## src/inc/fts_pkg.sv

```systemverilog
// Purpose: Shared constants and types of the failure transfer supervisor
// Assumes: 32-bit register words, byte addresses in steps of four
// Notes: Percent levels are in 0.1 % units, 0 to 1000
package fts_pkg;
  // ----------------------------------------
  // Timing
  // ----------------------------------------
  localparam int CLK_HZ = 250_000_000;
  localparam int POWERUP_MS = 2500;
  localparam int POWERUP_CYCLES = POWERUP_MS * (CLK_HZ / 1000);

  // ----------------------------------------
  // Register offsets
  // ----------------------------------------
  localparam logic [7:0] OFS_CTRL = 8'h00;
  localparam logic [7:0] OFS_INCFG = 8'h04;
  localparam logic [7:0] OFS_OUT1 = 8'h08;
  localparam logic [7:0] OFS_SECOND_OUTPUT_FUNCTION = 8'h0c;
  localparam logic [7:0] OFS_ALM1 = 8'h10;
  localparam logic [7:0] OFS_ALM2 = 8'h14;
  localparam logic [7:0] OFS_SPLIM = 8'h18;
  localparam logic [7:0] OFS_SP = 8'h1c;
  localparam logic [7:0] OFS_SHIFT = 8'h20;
  localparam logic [7:0] OFS_STATUS = 8'h24;
  localparam logic [7:0] OFS_PV1 = 8'h28;
  localparam logic [7:0] OFS_MVAVG = 8'h2c;

  // ----------------------------------------
  // Field positions
  // ----------------------------------------
  localparam int CTRL_MANUAL_BIT = 0;
  localparam int CTRL_CALIB_BIT = 1;
  localparam int CTRL_LCLR_BIT = 2;
  localparam int IN_PVSEL_LSB = 0;
  localparam int IN_SPSEL_LSB = 2;
  localparam int IN_RNG1_LSB = 4;
  localparam int IN_RNG2_LSB = 6;
  localparam int OUT_FAIL_LSB = 0;
  localparam int OUT_MODE_BIT = 12;
  localparam int OUT_PB_LSB = 16;
  localparam int ALM_FN_LSB = 0;
  localparam int ALM_BEH_LSB = 4;
  localparam int ALM_FT_BIT = 8;
  localparam int LIM_LOW_LSB = 0;
  localparam int LIM_HIGH_LSB = 16;
  localparam int PCT_W = 11;

  // ----------------------------------------
  // Levels and reset values
  // ----------------------------------------
  localparam logic [10:0] PCT_MAX = 11'h3e8;
  localparam logic [10:0] FAIL_BUMPLESS = 11'h7ff;
  localparam logic [15:0] BREAK_UA = 16'h03e8;
  localparam logic [15:0] BREAK_MV = 16'h00fa;
  localparam logic [31:0] RST_CFG = 32'h0000_0000;
  localparam logic [31:0] RST_SPLIM = 32'h7fff_8000;
  localparam logic [15:0] RST_SP = 16'h0000;
  localparam logic [15:0] RST_SHIFT = 16'h0000;
  localparam int AVG_SHIFT = 3;

  // ----------------------------------------
  // Types
  // ----------------------------------------
  typedef enum logic [1:0] {PVS_ONE = 2'h0, PVS_TWO = 2'h1, PVS_DIFF12 = 2'h2,
                            PVS_DIFF21 = 2'h3} fts_pvsel_t;
  typedef enum logic [1:0] {SPS_LOCAL = 2'h0, SPS_ONE = 2'h1,
                            SPS_TWO = 2'h2} fts_spsel_t;
  typedef enum logic [1:0] {RNG_SENSOR = 2'h0, RNG_MA = 2'h1,
                            RNG_VOLT = 2'h2} fts_range_t;
  typedef enum logic [3:0] {AF_PROCESS = 4'h0, AF_LOOP = 4'h1, AF_SENSOR = 4'h2,
                            AF_DWELL = 4'h3} fts_afn_t;
  typedef enum logic [1:0] {AB_NORMAL = 2'h0, AB_LATCH = 2'h1, AB_HOLD = 2'h2,
                            AB_LTHOLD = 2'h3} fts_abeh_t;
  typedef enum logic [2:0] {ST_STARTUP = 3'b001, ST_RUN = 3'b010,
                            ST_TRANSFER = 3'b100} fts_state_t;
endpackage

```

## src/rtl/fts_mv_average.sv

```systemverilog
// Purpose: Running average of one manipulated value
// Assumes: Samples arrive as one-cycle take pulses
// Notes: Exponential average, weight one eighth per sample
`timescale 1ns/1ps
module fts_mv_average
  import fts_pkg::*;
(
  input wire logic clk_i,
  input wire logic resetn_i,
  input wire logic take_i,
  input wire logic [10:0] sample_i,
  output logic [10:0] avg_o
);
  logic [13:0] acc;
  logic [13:0] next_acc;
  logic [14:0] sum;

  always_comb
  begin
    // Wide sum, steady state stays below 14 bits for 11-bit samples
    sum = 15'(acc) - 15'(acc >> AVG_SHIFT) + 15'(sample_i);
    next_acc = acc;
    if (take_i)
    begin
      next_acc = sum[13:0];
    end
  end

  always_ff @(posedge clk_i or negedge resetn_i)
  begin
    if (!resetn_i)
    begin
      acc <= 14'h0000;
    end
    else
    begin
      acc <= next_acc;
    end
  end

  assign avg_o = acc[13:3];
endmodule

```

## src/rtl/fts_supervisor.sv

```systemverilog
// Purpose: Failure detection, output and alarm failure transfer, setpoint clamp
// Assumes: All inputs synchronous to CLK_I; PID and alarm compare logic outside
// Notes: Register reads answer one cycle after the read strobe
//
// The register addresses and the address-and-strobe port were left to the implementer.
`timescale 1ns/1ps
module fts_supervisor
  import fts_pkg::*;
#(
  parameter int unsigned POWERUP_LEN = POWERUP_CYCLES
)
(
  input wire logic CLK_I,
  input wire logic RESETN_I,
  input wire logic [7:0] ADDR_I,
  input wire logic [31:0] WDATA_I,
  input wire logic WR_I,
  input wire logic RD_I,
  output logic [31:0] RDATA_O,
  input wire logic IN1_BREAK_I,
  input wire logic [15:0] IN1_SIGNAL_I,
  input wire logic IN2_BREAK_I,
  input wire logic [15:0] IN2_SIGNAL_I,
  input wire logic ADC_FAIL_I,
  input wire logic [15:0] PV1_RAW_I,
  input wire logic [10:0] MV1_I,
  input wire logic [10:0] MV2_I,
  input wire logic MV_STROBE_I,
  input wire logic ONOFF_DEMAND_I,
  input wire logic ALARM1_COND_I,
  input wire logic ALARM2_COND_I,
  input wire logic SP_REACHED_I,
  input wire logic EVENT_CLEAR_I,
  output logic [10:0] OUT1_LEVEL_O,
  output logic OUT1_ON_O,
  output logic [10:0] SECOND_OUTPUT_FUNCTION_LEVEL_O,
  output logic ALARM1_O,
  output logic ALARM2_O,
  output logic FAIL_MODE_O,
  output logic TRANSFER_O,
  output logic [15:0] SETPOINT_O,
  output logic [15:0] PV1_O,
  output logic HIDE1_O,
  output logic HIDE2_O
);
  // ----------------------------------------
  // Helpers
  // ----------------------------------------
  function automatic logic in_break(input logic brk, input logic [1:0] rng,
                                    input logic [15:0] sig);
    in_break = brk || (rng == RNG_MA && sig < BREAK_UA)
               || (rng == RNG_VOLT && sig < BREAK_MV);
  endfunction

  function automatic logic [10:0] pct_clamp(input logic [10:0] v);
    pct_clamp = (v > PCT_MAX) ? PCT_MAX : v;
  endfunction

  // ----------------------------------------
  // Registers
  // ----------------------------------------
  logic [31:0] ctrl, incfg, o1cfg, o2cfg, splim;
  logic [31:0] next_ctrl, next_incfg, next_o1cfg, next_o2cfg, next_splim;
  logic [8:0] acfg [2];
  logic [8:0] next_acfg [2];
  logic [15:0] sp_req, shift_val, next_sp_req, next_shift_val;
  logic [31:0] next_rdata;
  logic lclr_c;

  // ----------------------------------------
  // Supervisor state
  // ----------------------------------------
  fts_state_t state, next_state;
  logic [31:0] pu_cnt, next_pu_cnt;
  logic brk1_c, brk2_c, fail_c, use1_c, use2_c;
  logic brk1, brk2, aderr, next_brk1, next_brk2, next_aderr;
  logic next_fail, next_xfer;

  // ----------------------------------------
  // Outputs and alarms
  // ----------------------------------------
  logic [10:0] avg1, avg2, next_lvl1, next_lvl2;
  logic next_on1;
  logic [15:0] next_sp, next_pv1;
  logic [16:0] pv_sum;
  logic [1:0] armed, latched, alm, hide, next_armed, next_latched;
  logic [1:0] next_alm, next_hide, cond_c;
  logic [3:0] afn [2];
  logic [1:0] abeh [2];
  logic raw_c [2];
  logic eff_c [2];
  logic holdon_c [2];
  logic latching_c [2];
  logic [15:0] lim_lo, lim_hi;
  logic pb_zero, bump1, bump2, cooling_choice;

  fts_mv_average u_avg1 (
    .clk_i(CLK_I),
    .resetn_i(RESETN_I),
    .take_i(MV_STROBE_I & ~TRANSFER_O),
    .sample_i(MV1_I),
    .avg_o(avg1)
  );

  fts_mv_average u_avg2 (
    .clk_i(CLK_I),
    .resetn_i(RESETN_I),
    .take_i(MV_STROBE_I & ~TRANSFER_O),
    .sample_i(MV2_I),
    .avg_o(avg2)
  );

  // ----------------------------------------
  // Register bus
  // ----------------------------------------
  always_comb
  begin
    next_ctrl = ctrl;
    next_incfg = incfg;
    next_o1cfg = o1cfg;
    next_o2cfg = o2cfg;
    next_splim = splim;
    next_acfg = acfg;
    next_sp_req = sp_req;
    next_shift_val = shift_val;
    lclr_c = 1'b0;
    if (WR_I)
    begin
      unique case (ADDR_I)
        OFS_CTRL:
        begin
          next_ctrl = {30'h0, WDATA_I[CTRL_CALIB_BIT], WDATA_I[CTRL_MANUAL_BIT]};
          lclr_c = WDATA_I[CTRL_LCLR_BIT];
        end
        OFS_INCFG: next_incfg = {24'h0, WDATA_I[7:0]};
        OFS_OUT1: next_o1cfg = WDATA_I;
        OFS_SECOND_OUTPUT_FUNCTION: next_o2cfg = WDATA_I;
        OFS_ALM1: next_acfg[0] = WDATA_I[8:0];
        OFS_ALM2: next_acfg[1] = WDATA_I[8:0];
        OFS_SPLIM: next_splim = WDATA_I;
        OFS_SP: next_sp_req = WDATA_I[15:0];
        OFS_SHIFT: next_shift_val = WDATA_I[15:0];
        default:
        begin
          next_ctrl = ctrl;
        end
      endcase
    end
    next_rdata = 32'h0000_0000;
    if (RD_I)
    begin
      unique case (ADDR_I)
        OFS_CTRL: next_rdata = ctrl;
        OFS_INCFG: next_rdata = incfg;
        OFS_OUT1: next_rdata = o1cfg;
        OFS_SECOND_OUTPUT_FUNCTION: next_rdata = o2cfg;
        OFS_ALM1: next_rdata = {23'h0, acfg[0]};
        OFS_ALM2: next_rdata = {23'h0, acfg[1]};
        OFS_SPLIM: next_rdata = splim;
        OFS_SP: next_rdata = {{16{SETPOINT_O[15]}}, SETPOINT_O};
        OFS_SHIFT: next_rdata = {{16{shift_val[15]}}, shift_val};
        OFS_STATUS: next_rdata = {23'h0, hide, alm, TRANSFER_O, FAIL_MODE_O,
                                  aderr, brk2, brk1};
        OFS_PV1: next_rdata = {{16{PV1_O[15]}}, PV1_O};
        OFS_MVAVG: next_rdata = {5'h0, avg2, 5'h0, avg1};
        default: next_rdata = 32'h0000_0000;
      endcase
    end
  end

  always_ff @(posedge CLK_I or negedge RESETN_I)
  begin
    if (!RESETN_I)
    begin
      ctrl <= RST_CFG;
      incfg <= RST_CFG;
      o1cfg <= RST_CFG;
      o2cfg <= RST_CFG;
      splim <= RST_SPLIM;
      acfg[0] <= RST_CFG[8:0];
      acfg[1] <= RST_CFG[8:0];
      sp_req <= RST_SP;
      shift_val <= RST_SHIFT;
      RDATA_O <= 32'h0000_0000;
    end
    else
    begin
      ctrl <= next_ctrl;
      incfg <= next_incfg;
      o1cfg <= next_o1cfg;
      o2cfg <= next_o2cfg;
      splim <= next_splim;
      acfg <= next_acfg;
      sp_req <= next_sp_req;
      shift_val <= next_shift_val;
      RDATA_O <= next_rdata;
    end
  end

  // ----------------------------------------
  // Failure detection and transfer state
  // ----------------------------------------
  always_comb
  begin
    brk1_c = in_break(IN1_BREAK_I, incfg[IN_RNG1_LSB +: 2], IN1_SIGNAL_I);
    brk2_c = in_break(IN2_BREAK_I, incfg[IN_RNG2_LSB +: 2], IN2_SIGNAL_I);
    use1_c = incfg[IN_PVSEL_LSB +: 2] != PVS_TWO
             || incfg[IN_SPSEL_LSB +: 2] == SPS_ONE;
    use2_c = incfg[IN_PVSEL_LSB +: 2] != PVS_ONE
             || incfg[IN_SPSEL_LSB +: 2] == SPS_TWO;
    fail_c = (brk1_c && use1_c) || (brk2_c && use2_c) || ADC_FAIL_I;
    next_brk1 = brk1_c;
    next_brk2 = brk2_c;
    next_aderr = ADC_FAIL_I;
    next_fail = fail_c;
    next_pu_cnt = pu_cnt;
    next_state = state;
    unique case (state)
      ST_STARTUP:
      begin
        // Power start window holds the outputs in transfer
        next_pu_cnt = pu_cnt + 32'h1;
        if (pu_cnt == 32'(POWERUP_LEN - 1))
        begin
          next_state = ST_RUN;
        end
      end
      ST_RUN:
      begin
        if (fail_c || ctrl[CTRL_MANUAL_BIT] || ctrl[CTRL_CALIB_BIT])
        begin
          next_state = ST_TRANSFER;
        end
      end
      ST_TRANSFER:
      begin
        if (!(fail_c || ctrl[CTRL_MANUAL_BIT] || ctrl[CTRL_CALIB_BIT]))
        begin
          next_state = ST_RUN;
        end
      end
    endcase
    next_xfer = next_state != ST_RUN;
  end

  always_ff @(posedge CLK_I or negedge RESETN_I)
  begin
    if (!RESETN_I)
    begin
      state <= ST_STARTUP;
      pu_cnt <= 32'h0000_0000;
      brk1 <= 1'b0;
      brk2 <= 1'b0;
      aderr <= 1'b0;
      FAIL_MODE_O <= 1'b0;
      TRANSFER_O <= 1'b1;
    end
    else
    begin
      state <= next_state;
      pu_cnt <= next_pu_cnt;
      brk1 <= next_brk1;
      brk2 <= next_brk2;
      aderr <= next_aderr;
      FAIL_MODE_O <= next_fail;
      TRANSFER_O <= next_xfer;
    end
  end

  // ----------------------------------------
  // Control outputs, setpoint and process value
  // ----------------------------------------
  always_comb
  begin
    pb_zero = o1cfg[OUT_PB_LSB +: 16] == 16'h0000;
    bump1 = o1cfg[OUT_FAIL_LSB +: PCT_W] == FAIL_BUMPLESS;
    bump2 = o2cfg[OUT_FAIL_LSB +: PCT_W] == FAIL_BUMPLESS;
    cooling_choice = o2cfg[OUT_MODE_BIT];
    next_on1 = 1'b0;
    next_lvl1 = pct_clamp(MV1_I);
    if (pb_zero)
    begin
      // Transfer: direct action drives on, reverse drives off
      next_on1 = next_xfer ? o1cfg[OUT_MODE_BIT] : ONOFF_DEMAND_I;
      next_lvl1 = next_on1 ? PCT_MAX : 11'h000;
    end
    else if (next_xfer)
    begin
      // Open loop on the held average, or a fixed preset level
      next_lvl1 = bump1 ? avg1 : pct_clamp(o1cfg[OUT_FAIL_LSB +: PCT_W]);
    end
    next_lvl2 = pct_clamp(MV2_I);
    if (next_xfer && cooling_choice)
    begin
      next_lvl2 = bump2 ? avg2 : pct_clamp(o2cfg[OUT_FAIL_LSB +: PCT_W]);
    end
    lim_lo = splim[LIM_LOW_LSB +: 16];
    lim_hi = splim[LIM_HIGH_LSB +: 16];
    next_sp = sp_req;
    if ($signed(sp_req) < $signed(lim_lo))
    begin
      next_sp = lim_lo;
    end
    else if ($signed(sp_req) > $signed(lim_hi))
    begin
      next_sp = lim_hi;
    end
    // Saturate rather than wrap so a large offset cannot flip the sign
    pv_sum = {PV1_RAW_I[15], PV1_RAW_I} + {shift_val[15], shift_val};
    next_pv1 = pv_sum[15:0];
    if (pv_sum[16] != pv_sum[15])
    begin
      next_pv1 = pv_sum[16] ? 16'h8000 : 16'h7fff;
    end
  end

  always_ff @(posedge CLK_I or negedge RESETN_I)
  begin
    if (!RESETN_I)
    begin
      OUT1_LEVEL_O <= 11'h000;
      OUT1_ON_O <= 1'b0;
      SECOND_OUTPUT_FUNCTION_LEVEL_O <= 11'h000;
      SETPOINT_O <= RST_SP;
      PV1_O <= 16'h0000;
    end
    else
    begin
      OUT1_LEVEL_O <= next_lvl1;
      OUT1_ON_O <= next_on1;
      SECOND_OUTPUT_FUNCTION_LEVEL_O <= next_lvl2;
      SETPOINT_O <= next_sp;
      PV1_O <= next_pv1;
    end
  end

  // ----------------------------------------
  // Alarm channels
  // ----------------------------------------
  always_comb
  begin
    cond_c = {ALARM2_COND_I, ALARM1_COND_I};
    next_armed = armed & ~{SP_REACHED_I, SP_REACHED_I};
    next_latched = latched;
    next_alm = alm;
    next_hide = hide;
    for (int i = 0; i < 2; i++)
    begin
      afn[i] = acfg[i][ALM_FN_LSB +: 4];
      abeh[i] = acfg[i][ALM_BEH_LSB +: 2];
      next_hide[i] = afn[i] == AF_SENSOR || afn[i] == AF_LOOP;
      // Failure mode already includes converter failure
      raw_c[i] = (afn[i] == AF_SENSOR) ? fail_c : cond_c[i];
      holdon_c[i] = armed[i] && afn[i] != AF_SENSOR
                    && (abeh[i] == AB_HOLD || abeh[i] == AB_LTHOLD);
      eff_c[i] = raw_c[i] && !holdon_c[i];
      latching_c[i] = abeh[i] == AB_LATCH || abeh[i] == AB_LTHOLD;
      // A new alarm in the clearing cycle keeps the latch set
      next_latched[i] = (eff_c[i] && latching_c[i])
                        || (latched[i] && !(lclr_c || EVENT_CLEAR_I));
      next_alm[i] = eff_c[i] || (latched[i] && latching_c[i]);
      if (fail_c && afn[i] != AF_DWELL)
      begin
        if (afn[i] == AF_LOOP || afn[i] == AF_SENSOR)
        begin
          next_alm[i] = 1'b1;
        end
        else
        begin
          next_alm[i] = acfg[i][ALM_FT_BIT];
        end
      end
    end
  end

  always_ff @(posedge CLK_I or negedge RESETN_I)
  begin
    if (!RESETN_I)
    begin
      armed <= 2'h3;
      latched <= 2'h0;
      alm <= 2'h0;
      hide <= 2'h0;
      ALARM1_O <= 1'b0;
      ALARM2_O <= 1'b0;
      HIDE1_O <= 1'b0;
      HIDE2_O <= 1'b0;
    end
    else
    begin
      armed <= next_armed;
      latched <= next_latched;
      alm <= next_alm;
      hide <= next_hide;
      ALARM1_O <= next_alm[0];
      ALARM2_O <= next_alm[1];
      HIDE1_O <= next_hide[0];
      HIDE2_O <= next_hide[1];
    end
  end
endmodule

```

## config.mk

```make
export PLATFORM = sky130hd
export DESIGN_NAME = fts_supervisor
export DESIGN_NICKNAME = d
export VERILOG_FILES = /design/src/inc/fts_pkg.sv /design/src/rtl/fts_mv_average.sv /design/src/rtl/fts_supervisor.sv
export SDC_FILE = /design/constraint.sdc
export NUM_CORES = 1
export LEC_CHECK = 0
export BUFFER_PORTS_ARGS = -buffer_cell sky130_fd_sc_hd__clkbuf_2
export CORE_UTILIZATION = 53
export DETAILED_ROUTE_END_ITERATION = 8
export PLACE_DENSITY = 0.75
export SETUP_SLACK_MARGIN = 0.05
export SLEW_MARGIN = 0
export SYNTH_ARGS = -nofsm -noshare
export SYNTH_HDL_FRONTEND = slang
export SYNTH_SLANG_ARGS = --single-unit
```

## constraint.sdc

```tcl
create_clock -name CLK_I -period 2.75 [get_ports CLK_I]
set_input_delay 0.55 -clock CLK_I [delete_from_list [all_inputs] [get_ports CLK_I]]
set_output_delay 0.55 -clock CLK_I [all_outputs]
set_load 0.02 [all_outputs]
```

==> results.json <==
{
  "outcome": "complete, but fails checks",
  "failed_checks": "hold timing, setup timing",
  "tritoncts.num_buffers": 35,
  "vias_per_std_cell": 6.11,
  "overflow": 0,
  "post_synthesis_async_set_or_reset_flop_share": 1.00,
  "grt_first_pass_wirelength_um": 78500,
  "ctsHtreeMaxLevel": 2,
  "synth_edf_count": 0,
  "grt-busiest-layer": "met2",
  "core.rowCount": 65,
  "diodes": 0,
  "fillerInstances": 2413,
  "worst_hold_path_type": "in2async",
  "buffer_ports.inserted": 213,
  "gr-usage-met2": 0.496,
  "drt_iter0_drc": 1397,
  "dpl_worst_slack_ns": -0.420,
  "ff_latch_area_sq_mm": 0.00801,
  "timing.clock.skew_ns": 0.0185,
  "timing.critical_path.arrival_ns": 3.21,
  "die_area_sq_mm": 0.0332,
  "num-nets-final": 2143,
  "grt_util_met3": 0.0479,
  "multiInputGateArea_sq_mm": 0.00881,
  "highest_clock_rate_mhz": 356,
  "timing.max_slew.rel_slack": 0.440,
  "dp.final_hpwl_um": 36700,
  "synthesis.area_sq_mm": 0.0172,
  "fp.coreArea_sq_mm": 0.0317,
  "critPathCaptureType": "register",
  "drc": 0,
  "cp_launch_type": "register",
  "synth_ff_type": "dfrtp_1",
  "setup.worst_path.class": "reg2reg",
  "routabilityCongestion": 0.918,
  "vias": 14353,
  "cts-root-buf": "clkbuf_16",
  "first_global_vias": 14458,
  "yosys_warnings": 0,
  "yosys-top-cells-area": "dfrtp_1 43%, mux2_2 11%, ha_1 5.5%",
  "powerDensity_mw_per_mm2": 871,
  "synth-seq-area-share": 0.465,
  "drtAntennaViolNets": 0,
  "cts_tree": "done",
  "cts.reportedPaths.clkPinSlew_ns": 0.06,
  "ioPinCount": 216,
  "setup_violators_final": 2,
  "final_layout_size_suffix_gt1_frac": 0.361,
  "clock_sink_count": 319,
  "placed_cell_area_sq_mm": 0.0197,
  "irDropWorstVdd_mv": 0.632,
  "syn2layout_area_growth_pct": 24.3,
  "yosysUniqueCellTypes": 82,
  "final_design_area_no_fill_sq_mm": 0.0214,
  "route.final.wire_length_um": 50900,
  "rsz_0062_raised_after_global_routing": "true",
  "report.final.hold_viol_count": 6,
  "fin_crit_ns": 2.81,
  "timing.hold.ws_ns": -0.0210,
  "insertion_delay_ns": 0.53,
  "timing_worst_slew_pin_value_ns": 0.833,
  "post_synth_most_frequent_cells": "299 x dfrtp_1, 164 x mux2_2, 139 x inv_1",
  "grt_usage": 0.305,
  "groute.layer.met1.usage": 0.409,
  "maxCapViolCount": 0,
  "grt_max_degree": 73,
  "r2r_setup_slack_ns": -0.06,
  "die-height_um": 182,
  "cellLeakagePower_nw": 10.5,
  "post-synth-top-area-cell": "dfrtp_1",
  "power.total_mw": 18.6,
  "ctsLongestPathBuffers": 3,
  "synth_most_common_cell": "dfrtp_1",
  "timing.critical_path.required_ns": 3.14,
  "number_of_antenna_violations_at_the_first_check_in_global_routing": 1,
  "setup_slack_after_layout_ns": -0.0607,
  "postLayoutCoreUtil": 0.674,
  "synth_cells": 1566,
  "syn_nets": 1788,
  "floorplan.initialDensity": 0.542,
  "final_min_period_over_clock_period": 1.02,
  "wire_per_inst_um": 21.7,
  "worstPathMaxFanout": 2,
  "drt_pre_antenna_iters": 5,
  "synth_area_per_cell_sq_um": 11.0,
  "yosys_reg_bits": 319,
  "yosysTopAreaCellShare": 0.435,
  "timing.final.max_slew_violations": 0,
  "die-width_um": 182
}
-- layout by cell type, fill, tap and decap left out, types with 39 or more instances in the layout --
cell      Yosys  layout
inv_1       139     125
nand2_1     100      99
mux2_2      164     164
a22oi_1      61      61
nor2_1       68      63
o21ai_0      52      41
xnor2_1      42      42
mux2i_1      44      39
a21oi_1      57      52
ha_1         76      63
clkbuf_2      0     212
buf_4         1     145
dfrtp_1     299     298
-- critical path, cell delays in order, from the launching register on --
cell and delay [ns]:
dfrtp_1 0.41, fa_1 0.53, inv_2 0.05, ha_4 0.21, nor2b_4 0.12, o21ai_2 0.17, a21boi_2 0.10, o41a_1 0.34
a41o_1 0.28, o41ai_2 0.24, xor2_1 0.17, o21ai_1 0.07
-- layout make-up --
class | count | area share
Sequential cell | 319 | 0.375
Clock inverter | 16 | 0.00714
Clock buffer | 46 | 0.0467
Inverter | 139 | 0.0248
Timing Repair Buffer | 371 | 0.111
Multi-Input combinational cell | 1055 | 0.412
Tap cell | 402 | 0.0235
-- repair_timing --
action,4_1_cts,5_1_grt
setup buffers,13,14
endpoints found under the setup margin,40,52
endpoints found under the hold margin,0,0
cloned,0,2
pin swaps,30,38
hold buffers,0,0
resized for setup,23,49
-- per-layer routing --
metal / vias up / part of all wire
met3: 142 / 0.082
li1: 6390 / -
met1: 7085 / 0.40
met5: - / 0.00022
met2: 734 / 0.47
met4: 2 / 0.046
-- report_power, final --
part | total, mW | switching (mW) | internal (mW) | leakage [nW]
Combinational | 8.31 | 4.23 | 4.08 | 5.73
Sequential | 5.62 | 0.464 | 5.16 | 4.23
Clock | 4.70 | 1.94 | 2.76 | 0.567
Total | 18.6 | 6.64 | 12.0 | 10.5
-- final timing paths --
| check | startpoint | to | depth (start not counted) |
|---|---|---|---|
| worst max register to register | u_avg1.acc[5] | u_avg1.acc[12] | 11 |
| worst min register to register | pu_cnt[5] | pu_cnt[5] | 1 |
| max in group asynchronous | RESETN_I | o1cfg[12] | 2 |
| min in group CLK_I | SP_REACHED_I | armed[1] | 2 |
| worst min-delay path | RESETN_I | pu_cnt[30] | 1 |
| worst max-delay path | u_avg1.acc[5] | u_avg1.acc[12] | 11 |
-- logic make-up after synthesis --
| family | share of synthesized area |
|---|---|
| mux | 0.133 |
| compound gates | 0.144 |
| fa+ha+maj | 0.0826 |
| xor+xnor | 0.0341 |
| buf+inv | 0.0439 |
| flops | 0.465 |
| simple gates | 0.0970 |
-- metrics by stage --
stage,std cells,setup TNS (ns)
finish,2348,-0.0636
global route,2348,-0.836
CTS,2332,-0.0182
detailed placement,2257,-11.82
global placement,2257,-7.69
floorplan,1566,-0.146
-- sequential cells by signal, indices dropped and copies added (netlist names), 16 cells and up --
name	flops
PV1_O	16
RDATA_O	32
SETPOINT_O	16
o1cfg	32
o2cfg	32
pu_cnt	32
shift_val	16
sp_req	16
splim	32
No activity file was read; power rests on OpenSTA's default activity.
